==> src/hw/ssrb_pkg.sv <==
// Constants, register map and types of the system status register bank
//
// Operation
// - Holding-register addresses decode zero-based
// - Status-change register clears after each read
// - Status-change bits 15-11 always read one
// - Status-change bits 10-0 name status groups
// - Group bit sets when group register changes
// - Config-change register at one, cleared by read
// - Config-change bits map config groups, 2 and 13 reserved
// - Discrete I/O upper byte reports inputs
// - Discrete I/O lower byte reports outputs
// - Annunciator register valid only when enabled
// - Annunciator bits 7-0 report inputs 8-1
// - Limits bits 15-12 reserved, read zero
// - Limits bits 11-0 report limit trips
// - Module state bits 10, 9 report stored blocks
// - Read function serves 1 to 125 registers
`default_nettype none

package ssrb_pkg;

    // ----------------------------------------------------------------
    // Widths
    // ----------------------------------------------------------------
    localparam int REG_W = 16;
    localparam int ADDR_W = 16;
    localparam int CNT_W = 16;
    localparam int CODE_W = 8;
    localparam int ST_FLAG_W = 11;
    localparam int CFG_FLAG_W = 16;
    localparam int ANN_W = 8;
    localparam int LIM_W = 12;
    localparam int DIO_W = 16;

    // ----------------------------------------------------------------
    // Register map, zero-based holding-register addresses
    // ----------------------------------------------------------------
    localparam logic [ADDR_W-1:0] ADDR_STATUS_CHG = 16'h0000;
    localparam logic [ADDR_W-1:0] ADDR_CONFIG_CHG = 16'h0001;
    localparam logic [ADDR_W-1:0] ADDR_DISCRETE_IO = 16'h0002;
    localparam logic [ADDR_W-1:0] ADDR_ANNUN = 16'h0003;
    localparam logic [ADDR_W-1:0] ADDR_LIMITS = 16'h0004;
    localparam logic [ADDR_W-1:0] ADDR_PLUGIN_STATE = 16'h0005;
    localparam logic [ADDR_W-1:0] ADDR_LAST = ADDR_PLUGIN_STATE;
    localparam logic [ADDR_W-1:0] ADDR_STEP = 16'h0001;

    // ----------------------------------------------------------------
    // Field layouts and fixed bits
    // ----------------------------------------------------------------
    localparam logic [REG_W-ST_FLAG_W-1:0] ST_RESERVED_ONES = 5'h1f;
    localparam logic [ST_FLAG_W-1:0] ST_USED_MASK = 11'h7ff;
    localparam int ST_ACTIVE_LOCKOUT = 0;
    localparam int ST_ALERT_LOG = 10;
    localparam logic [CFG_FLAG_W-1:0] CFG_USED_MASK = 16'hdffb;
    localparam int CFG_SYSTEM = 0;
    localparam int CFG_PARAM_BLOCK = 15;
    localparam int PLUGIN_ALERT_BIT = 10;
    localparam int PLUGIN_RANGE_BIT = 9;

    // ----------------------------------------------------------------
    // Protocol function and exception codes
    // ----------------------------------------------------------------
    localparam logic [CODE_W-1:0] FUNC_READ_HOLD = 8'h03;
    localparam logic [CODE_W-1:0] FUNC_WRITE_SINGLE = 8'h06;
    localparam logic [CODE_W-1:0] FUNC_WRITE_MULTI = 8'h10;
    localparam logic [CODE_W-1:0] EXC_BAD_FUNC = 8'h01;
    localparam logic [CODE_W-1:0] EXC_BAD_ADDR = 8'h02;
    localparam logic [CODE_W-1:0] EXC_BAD_COUNT = 8'h03;
    localparam logic [CNT_W-1:0] MAX_READ_REGS = 16'h007d;
    localparam logic [CNT_W-1:0] ZERO_COUNT = 16'h0000;
    localparam logic [CNT_W-1:0] COUNT_STEP = 16'h0001;

    // ----------------------------------------------------------------
    // Request sequencer states
    // ----------------------------------------------------------------
    typedef enum logic [2:0] {
        SSRB_IDLE = 3'b001,
        SSRB_READ = 3'b010,
        SSRB_EXC = 3'b100
    } ssrb_state_t;

endpackage

`default_nettype wire

==> src/hw/ssrb_flag_if.sv <==
// Interface between the bank and one clear-on-read change-flag register
`default_nettype none

interface ssrb_flag_if #(
    parameter int W = 16
) (
    input wire logic clk,
    input wire logic rst_n
);
    logic [W-1:0] evt;
    logic rd_clr;
    logic [W-1:0] flags;

    modport owner(input clk, input rst_n, input evt, input rd_clr, output flags);
    modport user(output evt, output rd_clr, input flags);
endinterface

`default_nettype wire

==> src/hw/ssrb_change_flags.sv <==
// Sticky change-flag register cleared by a read, set winning over clear
`default_nettype none

module ssrb_change_flags #(
    parameter int W = 16,
    parameter logic [W-1:0] USED_MASK = '1
) (
    ssrb_flag_if.owner fl
);
    logic [W-1:0] flags;
    logic [W-1:0] next_flags;

    // Clear on read first, then new events on top so none is lost
    always_comb begin
        next_flags = fl.rd_clr ? '0 : flags;
        next_flags = (next_flags | fl.evt) & USED_MASK;
    end

    // Flag storage
    always_ff @(posedge fl.clk) begin
        if (!fl.rst_n) begin
            flags <= '0;
        end else begin
            flags <= next_flags;
        end
    end

    assign fl.flags = flags;

    // ----------------------------------------------------------------
    // Checks
    // ----------------------------------------------------------------
    chk_event_kept_on_clear: assert property (@(posedge fl.clk) disable iff (!fl.rst_n)
        (fl.rd_clr && (fl.evt & USED_MASK) != '0) |=> (flags & $past(fl.evt & USED_MASK)) == $past(fl.evt & USED_MASK))
        else $error("change event lost during clearing read");

    chk_flag_sticky_set: assert property (@(posedge fl.clk) disable iff (!fl.rst_n)
        (!fl.rd_clr && (fl.evt & USED_MASK) != '0) ##1 (!fl.rd_clr && fl.evt == '0) |=>
        (flags & $past(fl.evt & USED_MASK, 2)) == $past(fl.evt & USED_MASK, 2))
        else $error("change flag did not stay set until read");

    chk_read_zeroes_flags: assert property (@(posedge fl.clk) disable iff (!fl.rst_n)
        (fl.rd_clr && fl.evt == '0) |=> flags == '0)
        else $error("change flags not zeroed after read");
endmodule

`default_nettype wire

==> src/hw/ssrb_top.sv <==
// System status register bank: holding-register reads of addresses 0 to 5
`default_nettype none

module ssrb_top (
    input wire logic sys_clk,
    input wire logic rst_n,
    // Holding-register request
    input wire logic req_valid,
    output logic req_ready,
    input wire logic [ssrb_pkg::CODE_W-1:0] req_func,
    input wire logic [ssrb_pkg::ADDR_W-1:0] req_addr,
    input wire logic [ssrb_pkg::CNT_W-1:0] req_count,
    // Answer, one word a cycle or one exception
    output logic rsp_valid,
    output logic [ssrb_pkg::REG_W-1:0] rsp_data,
    output logic rsp_last,
    output logic rsp_exc,
    output logic [ssrb_pkg::CODE_W-1:0] rsp_exc_code,
    // Group change events from the rest of the controller
    input wire logic [ssrb_pkg::ST_FLAG_W-1:0] st_evt,
    input wire logic [ssrb_pkg::CFG_FLAG_W-1:0] cfg_evt,
    // Live status inputs
    input wire logic [ssrb_pkg::DIO_W-1:0] dio_in,
    input wire logic annun_enable,
    input wire logic [ssrb_pkg::ANN_W-1:0] annun_in,
    input wire logic [ssrb_pkg::LIM_W-1:0] limit_in,
    input wire logic plugin_alert_stored,
    input wire logic plugin_range_stored
);
    import ssrb_pkg::*;

    // ----------------------------------------------------------------
    // Change-flag registers
    // ----------------------------------------------------------------
    ssrb_state_t state;
    ssrb_state_t next_state;
    logic [ADDR_W-1:0] cur_addr;
    logic [ADDR_W-1:0] next_cur_addr;

    ssrb_flag_if #(.W(ST_FLAG_W)) st_if (.clk(sys_clk), .rst_n(rst_n));
    ssrb_flag_if #(.W(CFG_FLAG_W)) cfg_if (.clk(sys_clk), .rst_n(rst_n));

    ssrb_change_flags #(.W(ST_FLAG_W), .USED_MASK(ST_USED_MASK)) u_status_chg (
        .fl(st_if.owner)
    );

    ssrb_change_flags #(.W(CFG_FLAG_W), .USED_MASK(CFG_USED_MASK)) u_config_chg (
        .fl(cfg_if.owner)
    );

    // Events in, clearing strobe when the word is emitted
    assign st_if.evt = st_evt;
    assign cfg_if.evt = cfg_evt;
    assign st_if.rd_clr = (state == SSRB_READ) && (cur_addr == ADDR_STATUS_CHG);
    assign cfg_if.rd_clr = (state == SSRB_READ) && (cur_addr == ADDR_CONFIG_CHG);

    // ----------------------------------------------------------------
    // Input snapshots
    // ----------------------------------------------------------------
    logic [DIO_W-1:0] dio_q;
    logic [DIO_W-1:0] next_dio_q;
    logic annun_en_q;
    logic next_annun_en_q;
    logic [ANN_W-1:0] annun_q;
    logic [ANN_W-1:0] next_annun_q;
    logic [LIM_W-1:0] limit_q;
    logic [LIM_W-1:0] next_limit_q;
    logic plugin_alert_q;
    logic next_plugin_alert_q;
    logic plugin_range_q;
    logic next_plugin_range_q;

    // Sample live inputs every cycle
    always_comb begin
        next_dio_q = dio_in;
        next_annun_en_q = annun_enable;
        next_annun_q = annun_in;
        next_limit_q = limit_in;
        next_plugin_alert_q = plugin_alert_stored;
        next_plugin_range_q = plugin_range_stored;
    end

    // Snapshot storage
    always_ff @(posedge sys_clk) begin
        if (!rst_n) begin
            dio_q <= '0;
            annun_en_q <= 1'b0;
            annun_q <= '0;
            limit_q <= '0;
            plugin_alert_q <= 1'b0;
            plugin_range_q <= 1'b0;
        end else begin
            dio_q <= next_dio_q;
            annun_en_q <= next_annun_en_q;
            annun_q <= next_annun_q;
            limit_q <= next_limit_q;
            plugin_alert_q <= next_plugin_alert_q;
            plugin_range_q <= next_plugin_range_q;
        end
    end

    // ----------------------------------------------------------------
    // Address decode and word assembly
    // ----------------------------------------------------------------
    logic [CNT_W-1:0] remaining;
    logic [CNT_W-1:0] next_remaining;
    logic [CODE_W-1:0] exc_code;
    logic [CODE_W-1:0] next_exc_code;
    logic [ADDR_W:0] end_addr;
    logic [REG_W-1:0] read_word;

    // True when an address lies inside this bank
    function automatic logic in_map(input logic [ADDR_W:0] a);
        return a <= {1'b0, ADDR_LAST};
    endfunction

    assign end_addr = {1'b0, req_addr} + {1'b0, req_count} - {1'b0, COUNT_STEP};

    // Word at the current address, zero-based
    always_comb begin
        read_word = '0;
        case (cur_addr)
            ADDR_STATUS_CHG: begin
                read_word = {ST_RESERVED_ONES, st_if.flags};
            end
            ADDR_CONFIG_CHG: begin
                read_word = cfg_if.flags;
            end
            ADDR_DISCRETE_IO: begin
                read_word = dio_q;
            end
            ADDR_ANNUN: begin
                if (annun_en_q) begin
                    read_word = {{(REG_W-ANN_W){1'b0}}, annun_q};
                end
            end
            ADDR_LIMITS: begin
                read_word = {{(REG_W-LIM_W){1'b0}}, limit_q};
            end
            ADDR_PLUGIN_STATE: begin
                read_word[PLUGIN_ALERT_BIT] = plugin_alert_q;
                read_word[PLUGIN_RANGE_BIT] = plugin_range_q;
            end
            default: begin
                read_word = '0;
            end
        endcase
    end

    // ----------------------------------------------------------------
    // Request sequencer
    // ----------------------------------------------------------------
    assign req_ready = (state == SSRB_IDLE);

    // Validate a request, then walk the addresses one word a cycle
    always_comb begin
        next_state = state;
        next_cur_addr = cur_addr;
        next_remaining = remaining;
        next_exc_code = exc_code;
        case (state)
            SSRB_IDLE: begin
                if (req_valid) begin
                    next_cur_addr = req_addr;
                    next_remaining = req_count;
                    next_state = SSRB_EXC;
                    if (req_func == FUNC_READ_HOLD) begin
                        if (req_count == ZERO_COUNT || req_count > MAX_READ_REGS) begin
                            next_exc_code = EXC_BAD_COUNT;
                        end else if (!in_map({1'b0, req_addr}) || !in_map(end_addr)) begin
                            next_exc_code = EXC_BAD_ADDR;
                        end else begin
                            next_state = SSRB_READ;
                        end
                    end else if (req_func == FUNC_WRITE_SINGLE || req_func == FUNC_WRITE_MULTI) begin
                        next_exc_code = EXC_BAD_ADDR;
                    end else begin
                        next_exc_code = EXC_BAD_FUNC;
                    end
                end
            end
            SSRB_READ: begin
                next_cur_addr = cur_addr + ADDR_STEP;
                next_remaining = remaining - COUNT_STEP;
                if (remaining == COUNT_STEP) begin
                    next_state = SSRB_IDLE;
                end
            end
            SSRB_EXC: begin
                next_state = SSRB_IDLE;
            end
            default: begin
                next_state = SSRB_IDLE;
            end
        endcase
    end

    // Sequencer storage
    always_ff @(posedge sys_clk) begin
        if (!rst_n) begin
            state <= SSRB_IDLE;
            cur_addr <= '0;
            remaining <= '0;
            exc_code <= '0;
        end else begin
            state <= next_state;
            cur_addr <= next_cur_addr;
            remaining <= next_remaining;
            exc_code <= next_exc_code;
        end
    end

    // ----------------------------------------------------------------
    // Answer registers
    // ----------------------------------------------------------------
    logic next_rsp_valid;
    logic [REG_W-1:0] next_rsp_data;
    logic next_rsp_last;
    logic next_rsp_exc;
    logic [CODE_W-1:0] next_rsp_exc_code;

    // Data and exception code hold their last value between answers
    always_comb begin
        next_rsp_valid = (state == SSRB_READ);
        next_rsp_last = (state == SSRB_READ) && (remaining == COUNT_STEP);
        next_rsp_data = (state == SSRB_READ) ? read_word : rsp_data;
        next_rsp_exc = (state == SSRB_EXC);
        next_rsp_exc_code = (state == SSRB_EXC) ? exc_code : rsp_exc_code;
    end

    // Answer storage
    always_ff @(posedge sys_clk) begin
        if (!rst_n) begin
            rsp_valid <= 1'b0;
            rsp_data <= '0;
            rsp_last <= 1'b0;
            rsp_exc <= 1'b0;
            rsp_exc_code <= '0;
        end else begin
            rsp_valid <= next_rsp_valid;
            rsp_data <= next_rsp_data;
            rsp_last <= next_rsp_last;
            rsp_exc <= next_rsp_exc;
            rsp_exc_code <= next_rsp_exc_code;
        end
    end

    // ----------------------------------------------------------------
    // Checks
    // ----------------------------------------------------------------
    logic [ADDR_W-1:0] rsp_addr_h;
    logic req_take;

    // Address of the word now on the answer port
    always_ff @(posedge sys_clk) begin
        if (!rst_n) begin
            rsp_addr_h <= '0;
        end else begin
            rsp_addr_h <= cur_addr;
        end
    end

    assign req_take = req_valid && req_ready;

    chk_status_word_zero: assert property (@(posedge sys_clk) disable iff (!rst_n)
        (rsp_valid && rsp_addr_h == ADDR_STATUS_CHG) |-> rsp_data == {ST_RESERVED_ONES, $past(st_if.flags)})
        else $error("status-change word wrong at address zero");

    chk_status_read_clears: assert property (@(posedge sys_clk) disable iff (!rst_n)
        (state == SSRB_READ && cur_addr == ADDR_STATUS_CHG && st_evt == '0) |=> st_if.flags == '0)
        else $error("status-change flags survive a read");

    chk_config_read_clears: assert property (@(posedge sys_clk) disable iff (!rst_n)
        (state == SSRB_READ && cur_addr == ADDR_CONFIG_CHG && cfg_evt == '0) |=> cfg_if.flags == '0)
        else $error("config-change flags survive a read");

    chk_config_reserved: assert property (@(posedge sys_clk) disable iff (!rst_n)
        (rsp_valid && rsp_addr_h == ADDR_CONFIG_CHG) |-> (rsp_data & ~CFG_USED_MASK) == '0)
        else $error("config-change reserved bit set");

    chk_discrete_io: assert property (@(posedge sys_clk) disable iff (!rst_n)
        (rsp_valid && rsp_addr_h == ADDR_DISCRETE_IO) |-> rsp_data == $past(dio_in, 2))
        else $error("discrete I/O word does not follow inputs");

    chk_annun_gated: assert property (@(posedge sys_clk) disable iff (!rst_n)
        (rsp_valid && rsp_addr_h == ADDR_ANNUN) |->
        rsp_data == ($past(annun_enable, 2) ? {{(REG_W-ANN_W){1'b0}}, $past(annun_in, 2)} : '0))
        else $error("annunciator word wrong");

    chk_limits_word: assert property (@(posedge sys_clk) disable iff (!rst_n)
        (rsp_valid && rsp_addr_h == ADDR_LIMITS) |-> rsp_data == {{(REG_W-LIM_W){1'b0}}, $past(limit_in, 2)})
        else $error("limits word wrong");

    chk_module_state: assert property (@(posedge sys_clk) disable iff (!rst_n)
        (rsp_valid && rsp_addr_h == ADDR_PLUGIN_STATE) |->
        rsp_data[PLUGIN_ALERT_BIT] == $past(plugin_alert_stored, 2) &&
        rsp_data[PLUGIN_RANGE_BIT] == $past(plugin_range_stored, 2))
        else $error("module state word wrong");

    chk_write_refused: assert property (@(posedge sys_clk) disable iff (!rst_n)
        (req_take && (req_func == FUNC_WRITE_SINGLE || req_func == FUNC_WRITE_MULTI)) |=>
        ##1 (rsp_exc && rsp_exc_code == EXC_BAD_ADDR && !rsp_valid))
        else $error("write not refused with exception");

    chk_count_limit: assert property (@(posedge sys_clk) disable iff (!rst_n)
        (req_take && req_func == FUNC_READ_HOLD && req_count > MAX_READ_REGS) |=>
        ##1 (rsp_exc && rsp_exc_code == EXC_BAD_COUNT))
        else $error("oversized read not refused");

    chk_single_read: assert property (@(posedge sys_clk) disable iff (!rst_n)
        (req_take && req_func == FUNC_READ_HOLD && req_count == COUNT_STEP && req_addr <= ADDR_LAST) |=>
        ##1 (rsp_valid && rsp_last) ##1 !rsp_valid)
        else $error("single-register read not answered by one word");

    cov_status_read: cover property (@(posedge sys_clk) disable iff (!rst_n)
        rsp_valid && rsp_addr_h == ADDR_STATUS_CHG && rsp_data[ST_ALERT_LOG]);

    cov_full_map_read: cover property (@(posedge sys_clk) disable iff (!rst_n)
        rsp_valid && rsp_last && rsp_addr_h == ADDR_LAST && $past(rsp_valid, 5));

    cov_write_exception: cover property (@(posedge sys_clk) disable iff (!rst_n)
        rsp_exc && rsp_exc_code == EXC_BAD_ADDR);

    cov_clear_with_event: cover property (@(posedge sys_clk) disable iff (!rst_n)
        cfg_if.rd_clr && cfg_evt[CFG_PARAM_BLOCK]);
endmodule

`default_nettype wire

==> config.mk <==
export PLATFORM = sky130hd
export DESIGN_NAME = ssrb_top
export DESIGN_NICKNAME = d
export VERILOG_FILES = /design/src/hw/ssrb_pkg.sv /design/src/hw/ssrb_flag_if.sv /design/src/hw/ssrb_change_flags.sv /design/src/hw/ssrb_top.sv
export SDC_FILE = /design/constraint.sdc
export NUM_CORES = 1
export LEC_CHECK = 0
export ABC_AREA = 1
export BUFFER_PORTS_ARGS = -buffer_cell sky130_fd_sc_hd__buf_2
export CAP_MARGIN = 20
export CELL_PAD_IN_SITES_DETAIL_PLACEMENT = 1
export CELL_PAD_IN_SITES_GLOBAL_PLACEMENT = 2
export CORE_MARGIN = 2
export CORE_UTILIZATION = 30
export DETAILED_ROUTE_END_ITERATION = 16
export GPL_TIMING_DRIVEN = 0
export PLACE_DENSITY = 0.91
export SLEW_MARGIN = 20
export SYNTH_ARGS = -nofsm -noshare
export SYNTH_HDL_FRONTEND = slang
export SYNTH_SLANG_ARGS = --single-unit
==> constraint.sdc <==
create_clock -name sys_clk -period 3.6 [get_ports sys_clk]
set_input_delay 1.08 -clock sys_clk [delete_from_list [all_inputs] [get_ports sys_clk]]
set_output_delay 1.08 -clock sys_clk [all_outputs]
set_load 0.005 [all_outputs]
# --- After elaboration in Yosys (flattened, before gate mapping) ---
# Index checks and enable logic that the tools add are counted.
word_totals:
  inputBits: 109
  memories: 0
  latchBits: 0
  elab_cells: 76
  regBits: 136
  mem_bits_rw: 0
  mem_bits_ro: 0
op_classes:
  shift: 0
  div: 0
  n_reduce_logical: 14
  n_eq_ne: 15
  muxes: 20
  order_cmp: 3
  add_sub_neg: 4
  bitwise_logic: 2
  multipliers: 0
ops:
  columns: ["operator", "n"]
  rows:
  - ["one-hot mux 16 bit (2 select lines)", 2]
  - ["two-way mux 16 bit", 3]
  - ["one-hot mux 9 bit (5 select lines)", 1]
  - ["equality test 16 x 1 -> 1 bit, second input constant", 2]
  - ["equality test 16 x 2 -> 1 bit, second input constant", 2]
  - ["equality test 16 x 3 -> 1 bit, second input constant", 2]
  - ["logical NOT 16 bit", 2]
  - ["two-way mux 8 bit", 4]
  - ["one-hot mux 5 bit (5 select lines)", 1]
  - ["adder 16 x 16 -> 17 bit", 1]
  - ["<= comparator 17 x 3 -> 1 bit, second input constant", 1]
  - ["subtractor 17 x 1 -> 17 bit, second input constant", 1]
  - ["adder 16 x 1 -> 16 bit, second input constant", 1]
  - ["greater-than comparator 16 x 7 -> 1 bit, second input constant", 1]
  - ["<= comparator 16 x 3 -> 1 bit, second input constant", 1]
  - ["OR 16 bit", 1]
  - ["subtractor 16 x 1 -> 16 bit, second input constant", 1]
  - ["two-way mux 3 bit", 5]
  - ["one-hot mux 2 bit (6 select lines)", 1]
  - ["two-way mux 11 bit", 1]
  - ["OR 11 bit", 1]
  - ["equality test 8 x 2 -> 1 bit, second input constant", 1]
  - ["equality test 8 x 3 -> 1 bit, second input constant", 1]
  - ["equality test 8 x 5 -> 1 bit, second input constant", 1]
  - ["14 further kinds", 20]

# --- Longest topological paths before layout ---
logic_depth:
  ltp_word: 10
  ltp_mapped: 20

# --- By module ---
# Synthesis repeated with hierarchy kept, for this count alone.
unflattened:
  hier_cells: 1050
  hier_area_um2: 7031.7
modules_own_cells:
  columns: ["mod", "n_inst", "cells_each", "area_each_um2", "seq_area_each_um2"]
  rows:
  - ["ssrb_top", 1, 939, 6103.4, 1941.9]
  - ["ssrb_change_flags at u_config_chg", 1, 63, 540.5, 280.3]
  - ["ssrb_change_flags at u_status_chg", 1, 48, 387.9, 220.2]

# --- Least setup slack after synthesis ---
# No wires, ideal clock.
synth_path:
  path_type: "input port to flip-flop"
  start: "input req_addr[1] (netlist name)"
  end: "register exc_code[0]"
  n_path_buf: 0
  arrival_ps: 3022
  path_slack_ps: 463
  t_required_ps: 3485
  setup_ps: 115
  path_stages: 15
  path_cell_list: "inv_1 ha_1 inv_1 ha_1 inv_1 fa_1 or2_2 nor2_1 nand3_1 nand2_1 nand3_1 nor2_2 nand3_2 a21oi_1 nor2_1"
synth_between:
  elab_chain_len: 7
synth_lines:
  columns: ["element", "line_no", "source"]
  rows:
  - ["start, declared", "ssrb_top.sv:11", "input wire logic [ssrb_pkg::ADDR_W-1:0] req_addr,"]
  - ["adder 16 x 16 -> 17 bit", "ssrb_top.sv:117", "assign end_addr = {1'b0, req_addr} + {1'b0, req_count} - {1'b0, COUNT_STEP};"]
  - ["subtractor 17 x 1 -> 17 bit", "ssrb_top.sv:117", null]
  - ["<= comparator 17 x 3 -> 1 bit", "ssrb_top.sv:114", "return a <= {1'b0, ADDR_LAST};"]
  - ["logical NOT 1 bit", "ssrb_top.sv:170", "end else if (!in_map({1'b0, req_addr}) || !in_map(end_addr)) begin"]
  - ["logical OR 1 bit (*)", "ssrb_top.sv:170", null]
  - ["inequality test 3 x 1 -> 1 bit (no line) (*)", null, null]
  - ["AND reduction 3 bit (no line) (*)", null, null]
  - ["end signal, assigned", "ssrb_top.sv:209", "exc_code <= next_exc_code;"]
  - ["end, declared", "ssrb_top.sv:107", "logic [CODE_W-1:0] exc_code;"]
# Mark *: on every way between the ends. The rest lies on a longest branch, timed or not.
# A chain may end at the register's enable or synchronous reset.

# --- Worst setup path in the final report ---
layout_path:
  start: "input req_count[1] (netlist name)"
  end: "register exc_code[0]"
layout_between:
  elab_chain_len: 7
layout_lines:
  columns: ["element", "line_no", "source"]
  rows:
  - ["start, declared", "ssrb_top.sv:12", "input wire logic [ssrb_pkg::CNT_W-1:0] req_count,"]
  - ["adder 16 x 16 -> 17 bit", "ssrb_top.sv:117", null]
  - ["subtractor 17 x 1 -> 17 bit", "ssrb_top.sv:117", null]
  - ["<= comparator 17 x 3 -> 1 bit", "ssrb_top.sv:114", null]
  - ["logical NOT 1 bit", "ssrb_top.sv:170", null]
  - ["logical OR 1 bit", "ssrb_top.sv:170", null]
  - ["inequality test 3 x 1 -> 1 bit (no line)", null, null]
  - ["AND reduction 3 bit (no line)", null, null]
# Several ways; a longest one is shown, not always the timed one.

==> metrics.log <==
[metrics] result of the run: finished, final reports clean
[metrics] worst endpoint data arrival time: around 3.5 ns
[metrics] Slew Viols, Final: 0
[metrics] classification of the worst setup path: input port to flip-flop
[metrics] critical path launch point type: input port
[metrics] I/O Buffers: 128
[metrics] mean instance size in the synthesized netlist: between 6 and 7 um^2
[metrics] highest clock frequency the design can meet: approximately 310 MHz
[metrics] wire length of the first global-routing pass: roughly 38,000 um
[metrics] total routing usage reported by global routing: between 20% and 30%
[metrics] maximum level of the CTS H-tree: 4
[metrics] RePlAce Congestion: 0.850
[metrics] cell total after placement: roughly 1,400
[metrics] post-CTS setup-driven buffer insertion count: 0
[metrics] Max Buffers Root-to-Sink: 2
[metrics] remaining number of nets flagged by the antenna check after routing: 0
[metrics] layout cell share with drive strength beyond 1: around a fifth
[metrics] power per cell area: between 400 and 500 nW/um^2
[metrics] Detailed Routing Iterations Pass 1: 6
[metrics] Worst Path Required: between 3 and 4 ns
[metrics] die extent in x: 156 um
[metrics] count of different cell masters after synthesis: 47
[metrics] buffer type at the clock tree root: sky130_fd_sc_hd__clkbuf_16
[metrics] RSZ-0062 raised after global routing: no
[metrics] sequential cell area fraction in the yosys report: between 30% and 40%
[metrics] clock transition at the register clock pins on the worst setup and hold paths after CTS: ~0.060 ns
[metrics] Core Footprint: ~23,000 um^2
[metrics] quantity of gates resized following cts: 0
[metrics] Yosys Warn Count: 0
[metrics] max_slew headroom: 49.2%
[metrics] Final Setup Violations: 0
[metrics] leakage: 0.00437 uW
[metrics] worst clock skew: about 0.012 ns
[metrics] Clock Sink Count: approximately 120
[metrics] synthesis-stage register bit count: roughly 120
[metrics] Syn Std Cell Area: between 6000 and 7000 um^2
[metrics] WL per Instance: roughly 17 um
[metrics] cts bufs inserted: 17
[metrics] Clock Latency Late Sink: roughly 0.43 ns
[metrics] primary flip-flop cell chosen by synthesis mapping: sky130_fd_sc_hd__dfxtp_1
[metrics] most common library cell in the layout ignoring fill and taps: sky130_fd_sc_hd__nand2_1
[metrics] count of mapped cells out of synthesis: between 1,000 and 1,500
[metrics] via density per instance: ~4.8
[metrics] highest-count cells in the layout ignoring fill and taps: sky130_fd_sc_hd__nand2_1, sky130_fd_sc_hd__inv_1, sky130_fd_sc_hd__buf_2, sky130_fd_sc_hd__dfxtp_1, sky130_fd_sc_hd__nor2_1
[metrics] Die Span Y: 156 um
[metrics] via count: slightly above 7,000
[metrics] post-layout power: around 4000 uW
[metrics] worst setup slack after layout: about 0.39 ns
[metrics] worst-case vdd ir drop: roughly 0.19 mV
[metrics] post-place setup slack: -0.0541 ns
[metrics] Fillers: about 3,000
[metrics] maxcap violations: 0
[metrics] final worst path period share: between 80% and 90%
[metrics] die area: 24,400 um^2
[metrics] count of antenna diodes in the layout: 0
[metrics] class of the tightest hold or removal check: flip-flop to flip-flop
[metrics] CP Capture Type: flip-flop
[metrics] Non-Filler Instances: approximately 1,500
[metrics] maximum number of pins on one net before global-route repair: 17
[metrics] Overflow after GRT: 0
[metrics] Worst Path Max Fanout: 5
[metrics] Period minus WS final: about 3.2 ns
[metrics] half-perimeter wire length after placement: roughly 19,000 um
[metrics] Starting Density: between 30% and 40%
[metrics] hold buffer count at CTS: 0
[metrics] number of synthesized flops with an enable pin: 0
[metrics] tightest hold margin: ~0.46 ns
[metrics] share of flip-flops with an asynchronous set or reset after synthesis: 0%
[metrics] number of antenna violations at the first check in global routing: 0
[metrics] Final Hold Vio Count: 0
[metrics] layout overhead on the synthesized area: 23.3%
[metrics] Sum Neg Setup Slack: 0 ns
[metrics] via count of the first global-routing pass: ~7,000
[metrics] std cell rows: 55
[metrics] DRC Markers: 0
[metrics] transition time at the pin with the least slew margin: 0.761 ns
[metrics] I/O pin cnt: ~140
[metrics] count of nets after finishing: approximately 1,300
[metrics] clock tree from TritonCTS: built
[metrics] DRC marker count from the first detailed-route iteration: between 200 and 300
[metrics] Routed Wire Length: ~24,000 um
-- state kept, by name, summed over array words and instances (netlist names) --
signal,count
exc_code,2
plugin_alert_q,1
annun_q,8
rsp_valid,1
rsp_exc_code,2
rsp_last,1
u_config_chg.fl.flags,14
rsp_exc,1
dio_q,16
limit_q,12
annun_en_q,1
state,3
plugin_range_q,1
remaining,16
cur_addr,16
rsp_data,16
u_status_chg.fl.flags,11
-- cells by family (layout without fill, tap and decap cells) --
kind of cell | count (synthesis) | after routing | synth area share, %
AND/OR/NAND/NOR | 438 | 438 | 28.0
buffers and inverters | 243 | 403 | 13.7
AO/OA/AOI/OAI | 175 | 175 | 14.7
flip-flops | 122 | 122 | 35.1
adder cells (fa/ha/maj) | 38 | 38 | 6.95
XOR/XNOR | 12 | 12 | 1.51
other | 1 | 6 | 0.0540
-- final timing paths --
| path | depth (start not counted) | to | slack, ns | start |
|---|---|---|---|---|
| hold reg to reg | 2 | rsp_data[13] | 0.46 | rsp_data[13] |
| setup reg to reg | 6 | rsp_data[1] | 1.33 | state[1] |
| setup / recovery | 19 | exc_code[0] | 0.39 | req_count[1] |
| hold / removal | 2 | rsp_data[13] | 0.46 | rsp_data[13] |
-- per-stage QoR --
| stage | util (%) | cell area (um^2) |
|---|---|---|
| global route | 37.7 | 8570 |
| finish | 37.7 | 8570 |
| floorplan | - | 6970 |
| global placement | 35.1 | 7970 |
| CTS | 37.7 | 8570 |
| detailed placement | 35.1 | 7970 |
-- cell type report --
cell class                 instances  area [um^2]  share of cell area (%)
buffer                            35          170                    1.99
clock buffer                      18          439                    5.12
clock inverter                    14          164                    1.91
inverter                         208          781                    9.11
multi-input combinational        669         3580                    41.7
sequential                       122         2440                    28.5
tap                              285          357                    4.16
timing repair buffer             128          641                    7.48
-- critical path: stages --
cell and delay, ns:
sky130_fd_sc_hd__buf_2 0.15, sky130_fd_sc_hd__inv_1 0.06, sky130_fd_sc_hd__ha_1 0.26, sky130_fd_sc_hd__inv_1 0.06, sky130_fd_sc_hd__ha_1 0.18, sky130_fd_sc_hd__inv_1 0.06, sky130_fd_sc_hd__fa_1 0.40, sky130_fd_sc_hd__inv_1 0.09
sky130_fd_sc_hd__nand3_1 0.08, sky130_fd_sc_hd__nand2_2 0.12, sky130_fd_sc_hd__nand2_1 0.08, sky130_fd_sc_hd__nand3_1 0.07, sky130_fd_sc_hd__nand2_1 0.06, sky130_fd_sc_hd__nor2_1 0.12, sky130_fd_sc_hd__nand3_1 0.10, sky130_fd_sc_hd__nor2_2 0.15
sky130_fd_sc_hd__nand3_2 0.16, sky130_fd_sc_hd__a21oi_1 0.17, sky130_fd_sc_hd__nor2_1 0.06
-- cells in the mapped netlist, types with 3 or more instances --
cell type / number / share of area (%)
sky130_fd_sc_hd__buf_2: 7 / 0.50
sky130_fd_sc_hd__nand2_1: 213 / 12
sky130_fd_sc_hd__o21ai_1: 8 / 0.58
sky130_fd_sc_hd__o221ai_1: 4 / 0.50
sky130_fd_sc_hd__xor2_1: 9 / 1.1
sky130_fd_sc_hd__inv_2: 15 / 0.81
sky130_fd_sc_hd__o21ai_0: 37 / 2.7
sky130_fd_sc_hd__clkbuf_1: 18 / 0.97
sky130_fd_sc_hd__nor2_1: 97 / 5.2
sky130_fd_sc_hd__nand3b_1: 3 / 0.32
sky130_fd_sc_hd__nand2_2: 7 / 0.63
sky130_fd_sc_hd__nand3_2: 5 / 0.72
sky130_fd_sc_hd__xnor2_1: 3 / 0.38
sky130_fd_sc_hd__o22ai_1: 9 / 0.81
sky130_fd_sc_hd__dfxtp_1: 122 / 35
sky130_fd_sc_hd__buf_4: 8 / 0.86
sky130_fd_sc_hd__nor2_2: 10 / 0.90
sky130_fd_sc_hd__a211oi_1: 3 / 0.32
sky130_fd_sc_hd__a21oi_1: 72 / 5.2
sky130_fd_sc_hd__o31ai_1: 3 / 0.32
sky130_fd_sc_hd__nor3_2: 5 / 0.72
sky130_fd_sc_hd__a21oi_2: 3 / 0.38
sky130_fd_sc_hd__o21bai_1: 3 / 0.32
sky130_fd_sc_hd__nand3_1: 52 / 3.7
sky130_fd_sc_hd__nor4_1: 4 / 0.36
sky130_fd_sc_hd__nand4_1: 23 / 2.1
sky130_fd_sc_hd__inv_1: 192 / 10
sky130_fd_sc_hd__a221oi_1: 6 / 0.76
sky130_fd_sc_hd__nor3_1: 13 / 0.94
sky130_fd_sc_hd__ha_1: 37 / 6.7
sky130_fd_sc_hd__a22oi_1: 3 / 0.32
sky130_fd_sc_hd__a31oi_1: 13 / 1.2
-- where the power goes --
group	internal (uW)	switching, uW	total (uW)	leakage [uW]
clock network	1050	707	1760	0.000297
registers	1430	51.4	1480	0.00101
logic	284	518	802	0.00306
total	2760	1280	4040	0.00437
-- per-layer routing --
| layer | global-route usage, % | wire length (um) |
|---|---|---|
| met5 | 0 | 0 |
| met4 | 5.29 | 331 |
| met3 | 3.54 | 1210 |
| met2 | 35.0 | 11600 |
| met1 | 26.3 | 11300 |
(Power assumes the default switching activity.)
